<file path="config.mk">
export PLATFORM = sky130hd
export DESIGN_NAME = dft_trip_ctrl
export DESIGN_NICKNAME = d
export VERILOG_FILES = /design/src/dft_hold_timer.v /design/src/dft_trip_ctrl.v
export VERILOG_INCLUDE_DIRS = /design/src
export SDC_FILE = /design/constraint.sdc
export NUM_CORES = 1
export LEC_CHECK = 0
export BUFFER_PORTS_ARGS = -buffer_cell sky130_fd_sc_hd__buf_2
export CAP_MARGIN = 25
export CORE_AREA = 4 4 76 148
export DETAILED_ROUTE_END_ITERATION = 8
export DIE_AREA = 0 0 80 152
export GPL_ROUTABILITY_DRIVEN = 0
export PLACE_DENSITY_LB_ADDON = 0.08
export SLEW_MARGIN = 10
export SYNTH_ARGS = -nofsm -noshare
export SYNTH_HDL_FRONTEND = slang
export SYNTH_HIERARCHICAL = 1
export SYNTH_SLANG_ARGS = --single-unit
</file>
<file path="constraint.sdc">
create_clock -name clk -period 3.05 [get_ports clk]
set_input_delay 0.4575 -clock clk [delete_from_list [all_inputs] [get_ports clk]]
set_output_delay 0.4575 -clock clk [all_outputs]
set_load 0.05 [all_outputs]
</file>
<file path="src/dft_map.vh">
`ifndef DFT_MAP_VH
`define DFT_MAP_VH

// Clock rate in Hz
`define DFT_CLK_HZ 20000000
// Least hold time of the reset terminal, in ms
`define DFT_RST_HOLD_MS 100
// Recovery time after a reset is withdrawn, in ms
`define DFT_RECOVER_MS 1000
// Cycle counts of the times above at 20 MHz, sized to their counters
// Hold is one cycle past 0.1s, so exactly 0.1s is still too short
`define DFT_RST_HOLD_CYC 24'h1E8481
`define DFT_RECOVER_CYC 25'h1312D00
// Half period of the reset-in-progress flash, in cycles between toggles
`define DFT_FLASH_CYC 24'h4C4B40

// Display codes, 8 bits
`define DFT_DSP_NORMAL 8'h00
`define DFT_DSP_RESET 8'h01
`define DFT_DSP_BLANK 8'h02
`define DFT_DSP_ERR_BASE 8'h10
`define DFT_DSP_OC_STALL 8'h20
`define DFT_DSP_OV_STALL 8'h21
`define DFT_DSP_REGEN_PRE 8'h22
`define DFT_DSP_THERM_PRE 8'h23
`define DFT_DSP_PANEL_STOP 8'h24
`define DFT_DSP_MAINT 8'h25
`define DFT_DSP_UNDERVOLT 8'h26
`define DFT_DSP_FAN 8'h30
`define DFT_DSP_OC_ACCEL 8'h40
`define DFT_DSP_OC_CONST 8'h41
`define DFT_DSP_OC_DECEL 8'h42
`define DFT_DSP_OV_ACCEL 8'h43
`define DFT_DSP_OV_CONST 8'h44
`define DFT_DSP_OV_DECEL 8'h45
`define DFT_DSP_OTHER_BASE 8'h80
`define DFT_DSP_GENERIC 8'h0E

// Motion phase encoding
`define DFT_PH_ACCEL 2'h0
`define DFT_PH_CONST 2'h1
`define DFT_PH_DECEL 2'h2

// Warning bit positions in warning_flags
`define DFT_W_OC_STALL 0
`define DFT_W_OV_STALL 1
`define DFT_W_REGEN 2
`define DFT_W_THERM 3
`define DFT_W_PSTOP 4
`define DFT_W_MAINT 5
`define DFT_W_UV 6

`endif

</file>
<file path="src/dft_hold_timer.v">
`timescale 1ns/1ps
`default_nettype none
`include "dft_map.vh"

// Counts how long a level has stood; qualified once the hold is reached
module dft_hold_timer
#(
   parameter [23:0] HOLD_CYC = `DFT_RST_HOLD_CYC
)
(
   input wire clk,
   input wire sys_rst,
   input wire level,
   output reg qualified
);

   reg [23:0] count;

   // Restarts on every drop so a short pulse never qualifies
   always @(posedge clk or posedge sys_rst)
   begin
      if (sys_rst)
      begin
         count <= 24'h000000;
         qualified <= 1'b0;
      end
      else if (!level)
      begin
         count <= 24'h000000;
         qualified <= 1'b0;
      end
      else if (count >= HOLD_CYC - 24'h000001)
         qualified <= 1'b1;
      else
         count <= count + 24'h000001;
   end

endmodule

`default_nettype wire

</file>
<file path="src/dft_trip_ctrl.v">
// Operation
// On a trip, display switches automatically to that fault's code.
// After a trip, output stays stopped and restart refused until reset.
// Every reset clears thermal integral and retry counter.
// Ready again about 1s after reset withdrawn; inoperative meanwhile.
// Stop key resets only while a trip is present.
// Power cycle resets the device and clears a latched trip.
// Reset terminal must stand longer than 0.1s to count.
// While reset terminal held, stay in reset and flash reset indication.
// Panel or parameter unit mistakes only show an error message.
// Warnings display without tripping.
// Alarms never trip; alarm output driven when enabled.
// Trip-class fault trips and asserts the fault output.
// Warning class: stalls, prealarms, panel stop, maintenance, undervoltage.
// Overcurrent and overvoltage trips coded by accel, constant, decel.
// Fault output is not retained after control power is lost.
// Flagged faults show generic code 14 on the older parameter unit.
// First fault code latched until reset; later faults ignored.
`timescale 1ns/1ps
`default_nettype none
`include "dft_map.vh"

module dft_trip_ctrl
#(
   parameter [23:0] RST_HOLD_CYC = `DFT_RST_HOLD_CYC,
   parameter [24:0] RECOVER_CYC = `DFT_RECOVER_CYC
)
(
   input wire clk,
   input wire sys_rst,
   input wire control_power_ok,
   input wire external_reset_terminal,
   input wire stop_key,
   input wire run_request,
   input wire [1:0] motion_phase,
   input wire overcurrent_fault,
   input wire overvoltage_fault,
   input wire [5:0] other_fault,
   input wire other_fault_flagged,
   input wire [6:0] warning_flags,
   input wire fan_failure_alarm,
   input wire alarm_output_enable,
   input wire [1:0] parameter_write_error_messages,
   input wire parameter_write_error,
   input wire legacy_parameter_unit,
   output reg output_enable,
   output reg fault_out,
   output reg alarm_out,
   output reg tripped,
   output reg recovering,
   output reg [7:0] panel_code,
   output reg [7:0] parameter_unit_code,
   output reg clear_thermal_and_retry
);

   localparam [1:0] ST_READY = 2'h0;
   localparam [1:0] ST_TRIP = 2'h1;
   localparam [1:0] ST_HOLD = 2'h2;
   localparam [1:0] ST_RECOVER = 2'h3;

   reg [1:0] state;
   reg [1:0] next_state;
   reg [7:0] trip_code;
   reg trip_generic;
   reg [24:0] recover_count;
   reg [23:0] flash_count;
   reg flash_on;
   reg stop_key_d;
   reg [7:0] next_panel;
   wire term_ok;
   wire any_fault;
   wire stop_press;
   wire reset_req;

   // phase coded trips
   // Code of an overcurrent or overvoltage trip per motion phase
   function [7:0] phase_code;
      input ov;
      input [1:0] ph;
      reg [7:0] base;
      begin
         base = ov ? `DFT_DSP_OV_ACCEL : `DFT_DSP_OC_ACCEL;
         case (ph)
            `DFT_PH_ACCEL: phase_code = base;
            `DFT_PH_CONST: phase_code = base + 8'h01;
            default: phase_code = base + 8'h02;
         endcase
      end
   endfunction

   // Lowest set warning bit picks the warning indication
   function [7:0] warn_code;
      input [6:0] w;
      begin
         if (w[`DFT_W_OC_STALL])
            warn_code = `DFT_DSP_OC_STALL;
         else if (w[`DFT_W_OV_STALL])
            warn_code = `DFT_DSP_OV_STALL;
         else if (w[`DFT_W_REGEN])
            warn_code = `DFT_DSP_REGEN_PRE;
         else if (w[`DFT_W_THERM])
            warn_code = `DFT_DSP_THERM_PRE;
         else if (w[`DFT_W_PSTOP])
            warn_code = `DFT_DSP_PANEL_STOP;
         else if (w[`DFT_W_MAINT])
            warn_code = `DFT_DSP_MAINT;
         else
            warn_code = `DFT_DSP_UNDERVOLT;
      end
   endfunction

   // terminal hold qualify
   dft_hold_timer #(.HOLD_CYC(RST_HOLD_CYC)) dft_hold_timer_inst
   (
      .clk(clk),
      .sys_rst(sys_rst),
      .level(external_reset_terminal),
      .qualified(term_ok)
   );

   assign any_fault = overcurrent_fault | overvoltage_fault |
                      (|other_fault);
   assign stop_press = stop_key & ~stop_key_d;
   // stop key gating
   assign reset_req = term_ok | (stop_press & (state == ST_TRIP));

   // Next state of the trip sequencer
   always @*
   begin
      next_state = state;
      case (state)
         ST_READY:
            // fault trips
            if (term_ok)
               next_state = ST_HOLD;
            else if (any_fault)
               next_state = ST_TRIP;
         ST_TRIP:
            // refuse restart
            if (reset_req)
               next_state = term_ok ? ST_HOLD : ST_RECOVER;
         ST_HOLD:
            // stay in reset
            if (!external_reset_terminal)
               next_state = ST_RECOVER;
         ST_RECOVER:
            if (term_ok)
               next_state = ST_HOLD;
            else if (recover_count == RECOVER_CYC - 25'h0000001)
               next_state = ST_READY;
         default:
            next_state = ST_READY;
      endcase
   end

   // Panel indication by priority: trip, reset, warning, alarm, error
   always @*
   begin
      next_panel = `DFT_DSP_NORMAL;
      if (next_state == ST_TRIP)
         // auto fault display
         next_panel = (state == ST_TRIP) ? trip_code :
            (overcurrent_fault ? phase_code(1'b0, motion_phase) :
             overvoltage_fault ? phase_code(1'b1, motion_phase) :
             `DFT_DSP_OTHER_BASE | {2'b00, other_fault});
      else if (next_state == ST_HOLD)
         // flashing indication
         next_panel = flash_on ? `DFT_DSP_RESET : `DFT_DSP_BLANK;
      else if (next_state == ST_RECOVER)
         next_panel = `DFT_DSP_BLANK;
      else if (|warning_flags)
         // warning display
         next_panel = warn_code(warning_flags);
      else if (fan_failure_alarm)
         next_panel = `DFT_DSP_FAN;
      else if (parameter_write_error)
         // message only
         next_panel = `DFT_DSP_ERR_BASE |
                      {6'b000000, parameter_write_error_messages};
   end

   // Sequencer, latched trip code and recovery count
   always @(posedge clk or posedge sys_rst)
   begin
      if (sys_rst)
      begin
         state <= ST_RECOVER;
         trip_code <= `DFT_DSP_NORMAL;
         trip_generic <= 1'b0;
         recover_count <= 25'h0000000;
         stop_key_d <= 1'b0;
      end
      else if (!control_power_ok)
      begin
         // power cycle
         state <= ST_RECOVER;
         trip_code <= `DFT_DSP_NORMAL;
         trip_generic <= 1'b0;
         recover_count <= 25'h0000000;
         stop_key_d <= 1'b0;
      end
      else
      begin
         state <= next_state;
         stop_key_d <= stop_key;
         // latch first code
         if (state == ST_READY && next_state == ST_TRIP)
         begin
            trip_code <= next_panel;
            trip_generic <= ~overcurrent_fault & ~overvoltage_fault &
                            other_fault_flagged;
         end
         // recovery count
         if (next_state == ST_RECOVER && state == ST_RECOVER)
            recover_count <= recover_count + 25'h0000001;
         else
            recover_count <= 25'h0000000;
      end
   end

   // Flash timebase for the reset indication
   always @(posedge clk or posedge sys_rst)
   begin
      if (sys_rst)
      begin
         flash_count <= 24'h000000;
         flash_on <= 1'b0;
      end
      else if (flash_count == `DFT_FLASH_CYC - 24'h000001)
      begin
         flash_count <= 24'h000000;
         flash_on <= ~flash_on;
      end
      else
         flash_count <= flash_count + 24'h000001;
   end

   // Registered outputs; loss of control power drops the enables and flags, blanks the codes, raises recovering and the clear
   always @(posedge clk or posedge sys_rst)
   begin
      if (sys_rst)
      begin
         output_enable <= 1'b0;
         fault_out <= 1'b0;
         alarm_out <= 1'b0;
         tripped <= 1'b0;
         recovering <= 1'b1;
         panel_code <= `DFT_DSP_BLANK;
         parameter_unit_code <= `DFT_DSP_BLANK;
         clear_thermal_and_retry <= 1'b1;
      end
      else if (!control_power_ok)
      begin
         // fault not retained
         output_enable <= 1'b0;
         fault_out <= 1'b0;
         alarm_out <= 1'b0;
         tripped <= 1'b0;
         recovering <= 1'b1;
         panel_code <= `DFT_DSP_BLANK;
         parameter_unit_code <= `DFT_DSP_BLANK;
         clear_thermal_and_retry <= 1'b1;
      end
      else
      begin
         // output held stopped
         output_enable <= (next_state == ST_READY) & run_request;
         // fault output
         fault_out <= (next_state == ST_TRIP);
         // alarm output
         alarm_out <= fan_failure_alarm & alarm_output_enable;
         tripped <= (next_state == ST_TRIP);
         recovering <= (next_state == ST_HOLD) |
                       (next_state == ST_RECOVER);
         panel_code <= next_panel;
         // generic code
         if (legacy_parameter_unit && next_state == ST_TRIP &&
             (state == ST_TRIP ? trip_generic :
              (~overcurrent_fault & ~overvoltage_fault &
               other_fault_flagged)))
            parameter_unit_code <= `DFT_DSP_GENERIC;
         else
            parameter_unit_code <= next_panel;
         // clear integrals
         clear_thermal_and_retry <= (next_state == ST_HOLD) |
                                    (state != ST_RECOVER &&
                                     next_state == ST_RECOVER);
      end
   end

endmodule

`default_nettype wire

</file>
---- Word level (Yosys, flattened, before mapping) ----
Index checks and enable logic that the tools add are counted.
storage, ports and cells
  output and inout port bits .............. 22
  input bits .............................. 30
  word-level logic and storage cells ...... 106
  register bits ........................... 108
cells by class
  $lt $le $gt $ge ......................... 1
  mux-type cells .......................... 48
  $add $sub $neg .......................... 3
  bitwise gates (word level) .............. 15
  equal/unequal tests ..................... 13
  reductions and logical operators ........ 10
operators by type and width
  kind                     count
  $mux W8                  12
  $mux W24                 3
  $mux W25                 2
  $add A24 B1 Y24 const B  2
  $add A25 B1 Y25 const B  1
  $eq A25 B25 Y1 const B   1
  $eq A24 B23 Y1 const B   1
  $ge A24 B21 Y1 const B   1
  $mux W2                  10
  $mux W1                  12
  $mux W3                  4
  $eq A2 B2 Y1 const B     4
  $pmux W2 S4              1
  $reduce_or A7 Y1         1
  $and A1 B1 Y1            6
  $eq A2 B1 Y1 const B     3
  $logic_not A2 Y1         3
  $mux W6                  1
  $pmux W3 S2              1
  $reduce_or A6 Y1         1
  $logic_and A1 B1 Y1      5
  $mux W5                  1
  $or A1 B1 Y1             5
  $ne A2 B1 Y1 const B     2
  other kinds (3)          7

---- Depth between registers and ports, before layout ----
  depth after elaboration ................. 12
  depth in mapped cells ................... 9
  depth with buffers taken out ............ 6

---- Cells and area by module ----
Netlist, hierarchy kept.
modules (own cells, without submodules)
  module          instances  area each (µm²)  cells an instance
  dft_trip_ctrl   1          4086.4           410
  dft_hold_timer  1          1367.6           144

---- Worst setup path before layout ----
OpenSTA, ideal clock, no wires.
  kind .................................... reg2reg
  from .................................... register recover_count[9]
  to ...................................... register panel_code[3]
  buffers on the path ..................... 2
  path slack .............................. 947 ps
  data arrival time ....................... 2022 ps
  stages on the path, launching flop included .. 8
  cell sequence ........................... dfrtp_1 or4b_4 nor3_4 a31oi_1 or3_1 buf_2 buf_6 nor3_2
between the ends
  longest elaborated chain between the ends .. 9
RTL lines
  element                 RTL line             source
  from (decl)             dft_trip_ctrl.v:65   reg [24:0] recover_count;
  from (signal assigned)  dft_trip_ctrl.v:215  recover_count <= recover_count + 25'h0000001;
  $eq A25 B25 Y1 (*)      dft_trip_ctrl.v:149  else if (recover_count == RECOVER_CYC - 25'h0000001)
  $mux W2 (*)             dft_trip_ctrl.v:149
  $mux W2 (*)             dft_trip_ctrl.v:147  if (term_ok)
  $pmux W2 S4 (*)         dft_trip_ctrl.v:131  case (state)
  $eq A2 B2 Y1            dft_trip_ctrl.v:169  else if (next_state == ST_RECOVER)
  $mux W8                 dft_trip_ctrl.v:169
  $mux W8                 dft_trip_ctrl.v:166  else if (next_state == ST_HOLD)
  $mux W8 (*)             dft_trip_ctrl.v:160  if (next_state == ST_TRIP)
  $mux W8 (*)             dft_trip_ctrl.v:252  else if (!control_power_ok)
  to (signal assigned)    dft_trip_ctrl.v:248  panel_code <= `DFT_DSP_BLANK;
  to (signal assigned)    dft_trip_ctrl.v:260  panel_code <= `DFT_DSP_BLANK;
  to (signal assigned)    dft_trip_ctrl.v:275  panel_code <= next_panel;
  to (decl)               dft_trip_ctrl.v:51   output reg [7:0] panel_code,
Every way passes the cells marked *; elsewhere a longest branch is shown, timed or not.
A chain may end at the register's enable or synchronous reset.

---- Worst setup path in the final report ----
  from .................................... register recover_count[9]
  to ...................................... register parameter_unit_code[7]
between the ends
  longest elaborated chain between the ends .. 10
RTL lines
  element               RTL line             source
  $eq A25 B25 Y1 (*)    dft_trip_ctrl.v:149
  $mux W2 (*)           dft_trip_ctrl.v:149
  $mux W2 (*)           dft_trip_ctrl.v:147
  $pmux W2 S4 (*)       dft_trip_ctrl.v:131
  $eq A2 B2 Y1          dft_trip_ctrl.v:169
  $mux W8               dft_trip_ctrl.v:169
  $mux W8               dft_trip_ctrl.v:166
  $mux W8               dft_trip_ctrl.v:160
  $mux W8 (*)           dft_trip_ctrl.v:277  if (legacy_parameter_unit && next_state == ST_TRIP &&
  $mux W8 (*)           dft_trip_ctrl.v:252
  to (signal assigned)  dft_trip_ctrl.v:249  parameter_unit_code <= `DFT_DSP_BLANK;
  to (signal assigned)  dft_trip_ctrl.v:281  parameter_unit_code <= `DFT_DSP_GENERIC;
  to (signal assigned)  dft_trip_ctrl.v:283  parameter_unit_code <= next_panel;
  to (decl)             dft_trip_ctrl.v:52   output reg [7:0] parameter_unit_code,
Marked as above.

==> impl_metrics.env <==
export IMPL_core_rowCount=52
export IMPL_number_of_cells_upsized_or_downsized_after_cts=0
export IMPL_final_layout_size_suffix_gt1_share_pct=15.0
export IMPL_simple_gate_fraction_of_synth_area_pct=25.8
export IMPL_syn_area_per_cell_um2=9.84
export IMPL_syn_area_um2=5450
export IMPL_multiInputGateArea_um2=2560
export IMPL_largest_family_of_logic_cells_by_synthesized_area="simple AND/OR/NAND/NOR gates"
export IMPL_synth_warning_count=6
export IMPL_cp_data_arrival_time_ns=2.66
export IMPL_tightest_slew_ns=0.739
export IMPL_clockRootBuffer="sky130_fd_sc_hd__clkbuf_16"
export IMPL_worst_r2r_path_depth=5
export IMPL_finalHoldWorstSlack_ns=0.0627
export IMPL_finalHoldViolCount=0
export IMPL_dominantRegCellSynth="sky130_fd_sc_hd__dfrtp_1"
export IMPL_grt_pass1_wl_um=21300
export IMPL_die_area_um2=12200
export IMPL_worst_clock_skew_ns=0.0125
export IMPL_finalSetupViolations=0
export IMPL_wl_per_cell_um=16.6
export IMPL_clock_sink_count=108
export IMPL_fmax_mhz=414
export IMPL_num_nets_final=634
export IMPL_use_met3_pct=4.68
export IMPL_power_share_combinational_pct=4.8
export IMPL_min_path_type="in -> async"
export IMPL_num_vias=4373
export IMPL_setup_worst_path_start_class="register"
export IMPL_dieHeight_um=152
export IMPL_groute_layer_met2_usage_pct=37.7
export IMPL_buffer_ports_inserted=51
export IMPL_gr_usage_all_layers_pct=21.8
export IMPL_cts_repair_timing_setup_buffer_count=0
export IMPL_clock_group_share_of_total_power_pct=41.9
export IMPL_layout_area_seq_um2=2710
export IMPL_io_pin_count=52
export IMPL_design_core_area_um2=10100
export IMPL_synth_compound_area_share_pct=11.1
export IMPL_number_of_flops_mapped_to_enable_cells_by_yosys=0
export IMPL_drcViolationCount=0
export IMPL_synth_cell_types=60
export IMPL_antenna_cells=0
export IMPL_fin_setup_tns_ns=0
export IMPL_cts_reportedPaths_clkPinSlew_ns=0.07
export IMPL_irDropWorstVdd_v=0.000420
export IMPL_crit_required_ns=3.29
export IMPL_worstSetupPathType="reg -> reg"
export IMPL_power_density_cell_area_nw_per_um2=443
export IMPL_mostFrequentLayoutCell="sky130_fd_sc_hd__dfrtp_1"
export IMPL_start_util_pct=53.7
export IMPL_grt_busiest_layer="met2"
export IMPL_power_sequential_fraction_pct=53.3
export IMPL_netlist_instances=554
export IMPL_numPlacedInstances=723
export IMPL_detail_route_first_pass_iterations=4
export IMPL_synth_adder_area_share_pct=0.918
export IMPL_final_instance_count_excl_fill=740
export IMPL_critPathMaxFanout=16
export IMPL_synth_async_sr_flop_share_pct=100
export IMPL_postSynthRegisterBits=108
export IMPL_antenna_violating_nets_post_route=0
export IMPL_share_of_synthesized_area_spent_on_multiplexers_pct=1.86
export IMPL_yosys_area_share_xor_xnor_pct=7.07
export IMPL_run_status="finished clean"
export IMPL_ctsLongestPathBuffers=2
export IMPL_place_hpwl_um=9010
export IMPL_rsz_0062_raised_after_global_routing="no"
export IMPL_layout_area_overhead_vs_synth_pct=12.7
export IMPL_grt_overflow_total=0
export IMPL_slew_headroom_pct=50.7
export IMPL_finalMaxSlewViolations=0
export IMPL_tritoncts_clock_tree="yes"
export IMPL_wl_um=12200
export IMPL_crit_path_end_kind="register"
export IMPL_cts_htree_levels=3
export IMPL_total_clock_buffers_created_by_cts=9
export IMPL_period_share_pct=79.2
export IMPL_antenna_violations_before_repair=0
export IMPL_period_needed_ns=2.41
export IMPL_clk_insertion_delay_late_ns=0.35
export IMPL_p_int_mw=2.12
export IMPL_die_width_um=80
export IMPL_first_global_vias=4522
export IMPL_avgViaCountPerCell=5.91
export IMPL_p_leak_nw=2.64
export IMPL_grt_start_max_net_pins=44
export IMPL_fillerInstances=914
export IMPL_cap_viol_max_count=0
export IMPL_synthesis_nets=588
export IMPL_power_switching_mw=0.597
export IMPL_ctsHoldBuffers=0
export IMPL_most_used_cells_in_the_layout_excluding_fill_and_tap_cells="sky130_fd_sc_hd__dfrtp_1 (102), sky130_fd_sc_hd__nor2_1 (69), sky130_fd_sc_hd__buf_2 (51)"
export IMPL_netSwitchingFraction_pct=22.0
export IMPL_first_iter_violations=276
export IMPL_synth_seq_area_share_pct=49.7
export IMPL_grt_met1_usage_pct=25.5
[worst max-delay path: stages (launching register included)]
cell                      delay (ns)
sky130_fd_sc_hd__dfrtp_1        0.42
sky130_fd_sc_hd__or4b_4         0.56
sky130_fd_sc_hd__nor3_4         0.25
sky130_fd_sc_hd__a31oi_1        0.17
sky130_fd_sc_hd__or3_1          0.59
sky130_fd_sc_hd__nor4_1         0.32
[synthesized netlist by cell type (all sizes together), types with 6 or more instances]
library cell	instances	share of area [%]
nand4	18	2.1
dfrtp	102	47
and4	9	1.4
a21oi	27	2.5
nor3	28	3.1
and3	8	0.92
nor4	12	1.5
nor2b	7	0.80
xnor2	30	4.8
nand3	28	2.6
o21ai	6	0.55
and2	9	1.0
mux2i	9	1.7
clkbuf	14	0.96
nand2b	12	1.4
or3	9	1.0
xor2	14	2.2
nor2	69	4.7
o31ai	16	2.2
nand2	26	1.8
dfstp	6	2.9
or4	13	1.8
buf	9	1.1
inv	21	1.4
[cell type report]
type / count / area share [%]
Inverter: 21 / 1.30
Clock buffer: 12 / 3.85
Multi-Input combinational cell: 402 / 41.6
Tap cell: 135 / 2.75
Sequential cell: 108 / 44.1
Clock inverter: 4 / 0.835
Timing Repair Buffer: 58 / 5.54
[worst paths after layout]
kind	from	endpoint	slack (ns)
max	recover_count[9]	parameter_unit_code[7]	0.64
min reg2reg	flash_count[0]	flash_count[0]	0.46
min	sys_rst	dft_hold_timer_inst/count[7]	0.06
max reg2reg	recover_count[9]	parameter_unit_code[7]	0.64
min in group clk	stop_key	stop_key_d	0.34
max in group asynchronous	sys_rst	recovering	2.10
[through the flow]
stage               area, um^2  setup slack [ns]  total power, mW  util (%)
global route              6140             0.492             2.84      60.5
finish                    6140             0.636             2.72      60.5
floorplan                 5450             0.466             1.55         -
global placement          5830             0.686             1.60      57.4
detailed placement        5830             0.649             1.61      57.4
CTS                       6120             0.630             2.75      60.3
[cell families after synthesis]
family                     count (synthesis)
DFF                                      108
adders and majority gates                  4
buffers and inverters                     44
muxes                                     10
xor gates and xnor gates                  44
AOI/OAI and AO/OA                         86
and+or+nand+nor                          258
[layer usage]
layer  share of wire (%)  vias to the layer above
li1                    -                     2084
met3                 3.9                       26
met5                   0                        -
met4                 2.5                        0
met1                  38                     2164
met2                  55                       99
[registers in the layout, summed over array words and instances (netlist names)]
signal and flops:
alarm_out 1, clear_thermal_and_retry 1, dft_hold_timer_inst/count 24, dft_hold_timer_inst/qualified 1
flash_count 24, flash_on 1, output_enable 1, panel_code 8
parameter_unit_code 8, recover_count 25, recovering 1, state 2
stop_key_d 1, trip_code 8, trip_generic 1, tripped 1
[power by group through the flow]
stage               registers [mW]  clock network (mW)  logic (mW)
floorplan                     1.48                   0      0.0717
global placement              1.48                   0       0.126
detailed placement            1.48                   0       0.129
CTS                           1.45                1.17       0.130
global route                  1.45                1.24       0.149
finish                        1.45                1.14       0.131
(Power assumes the default switching activity.)
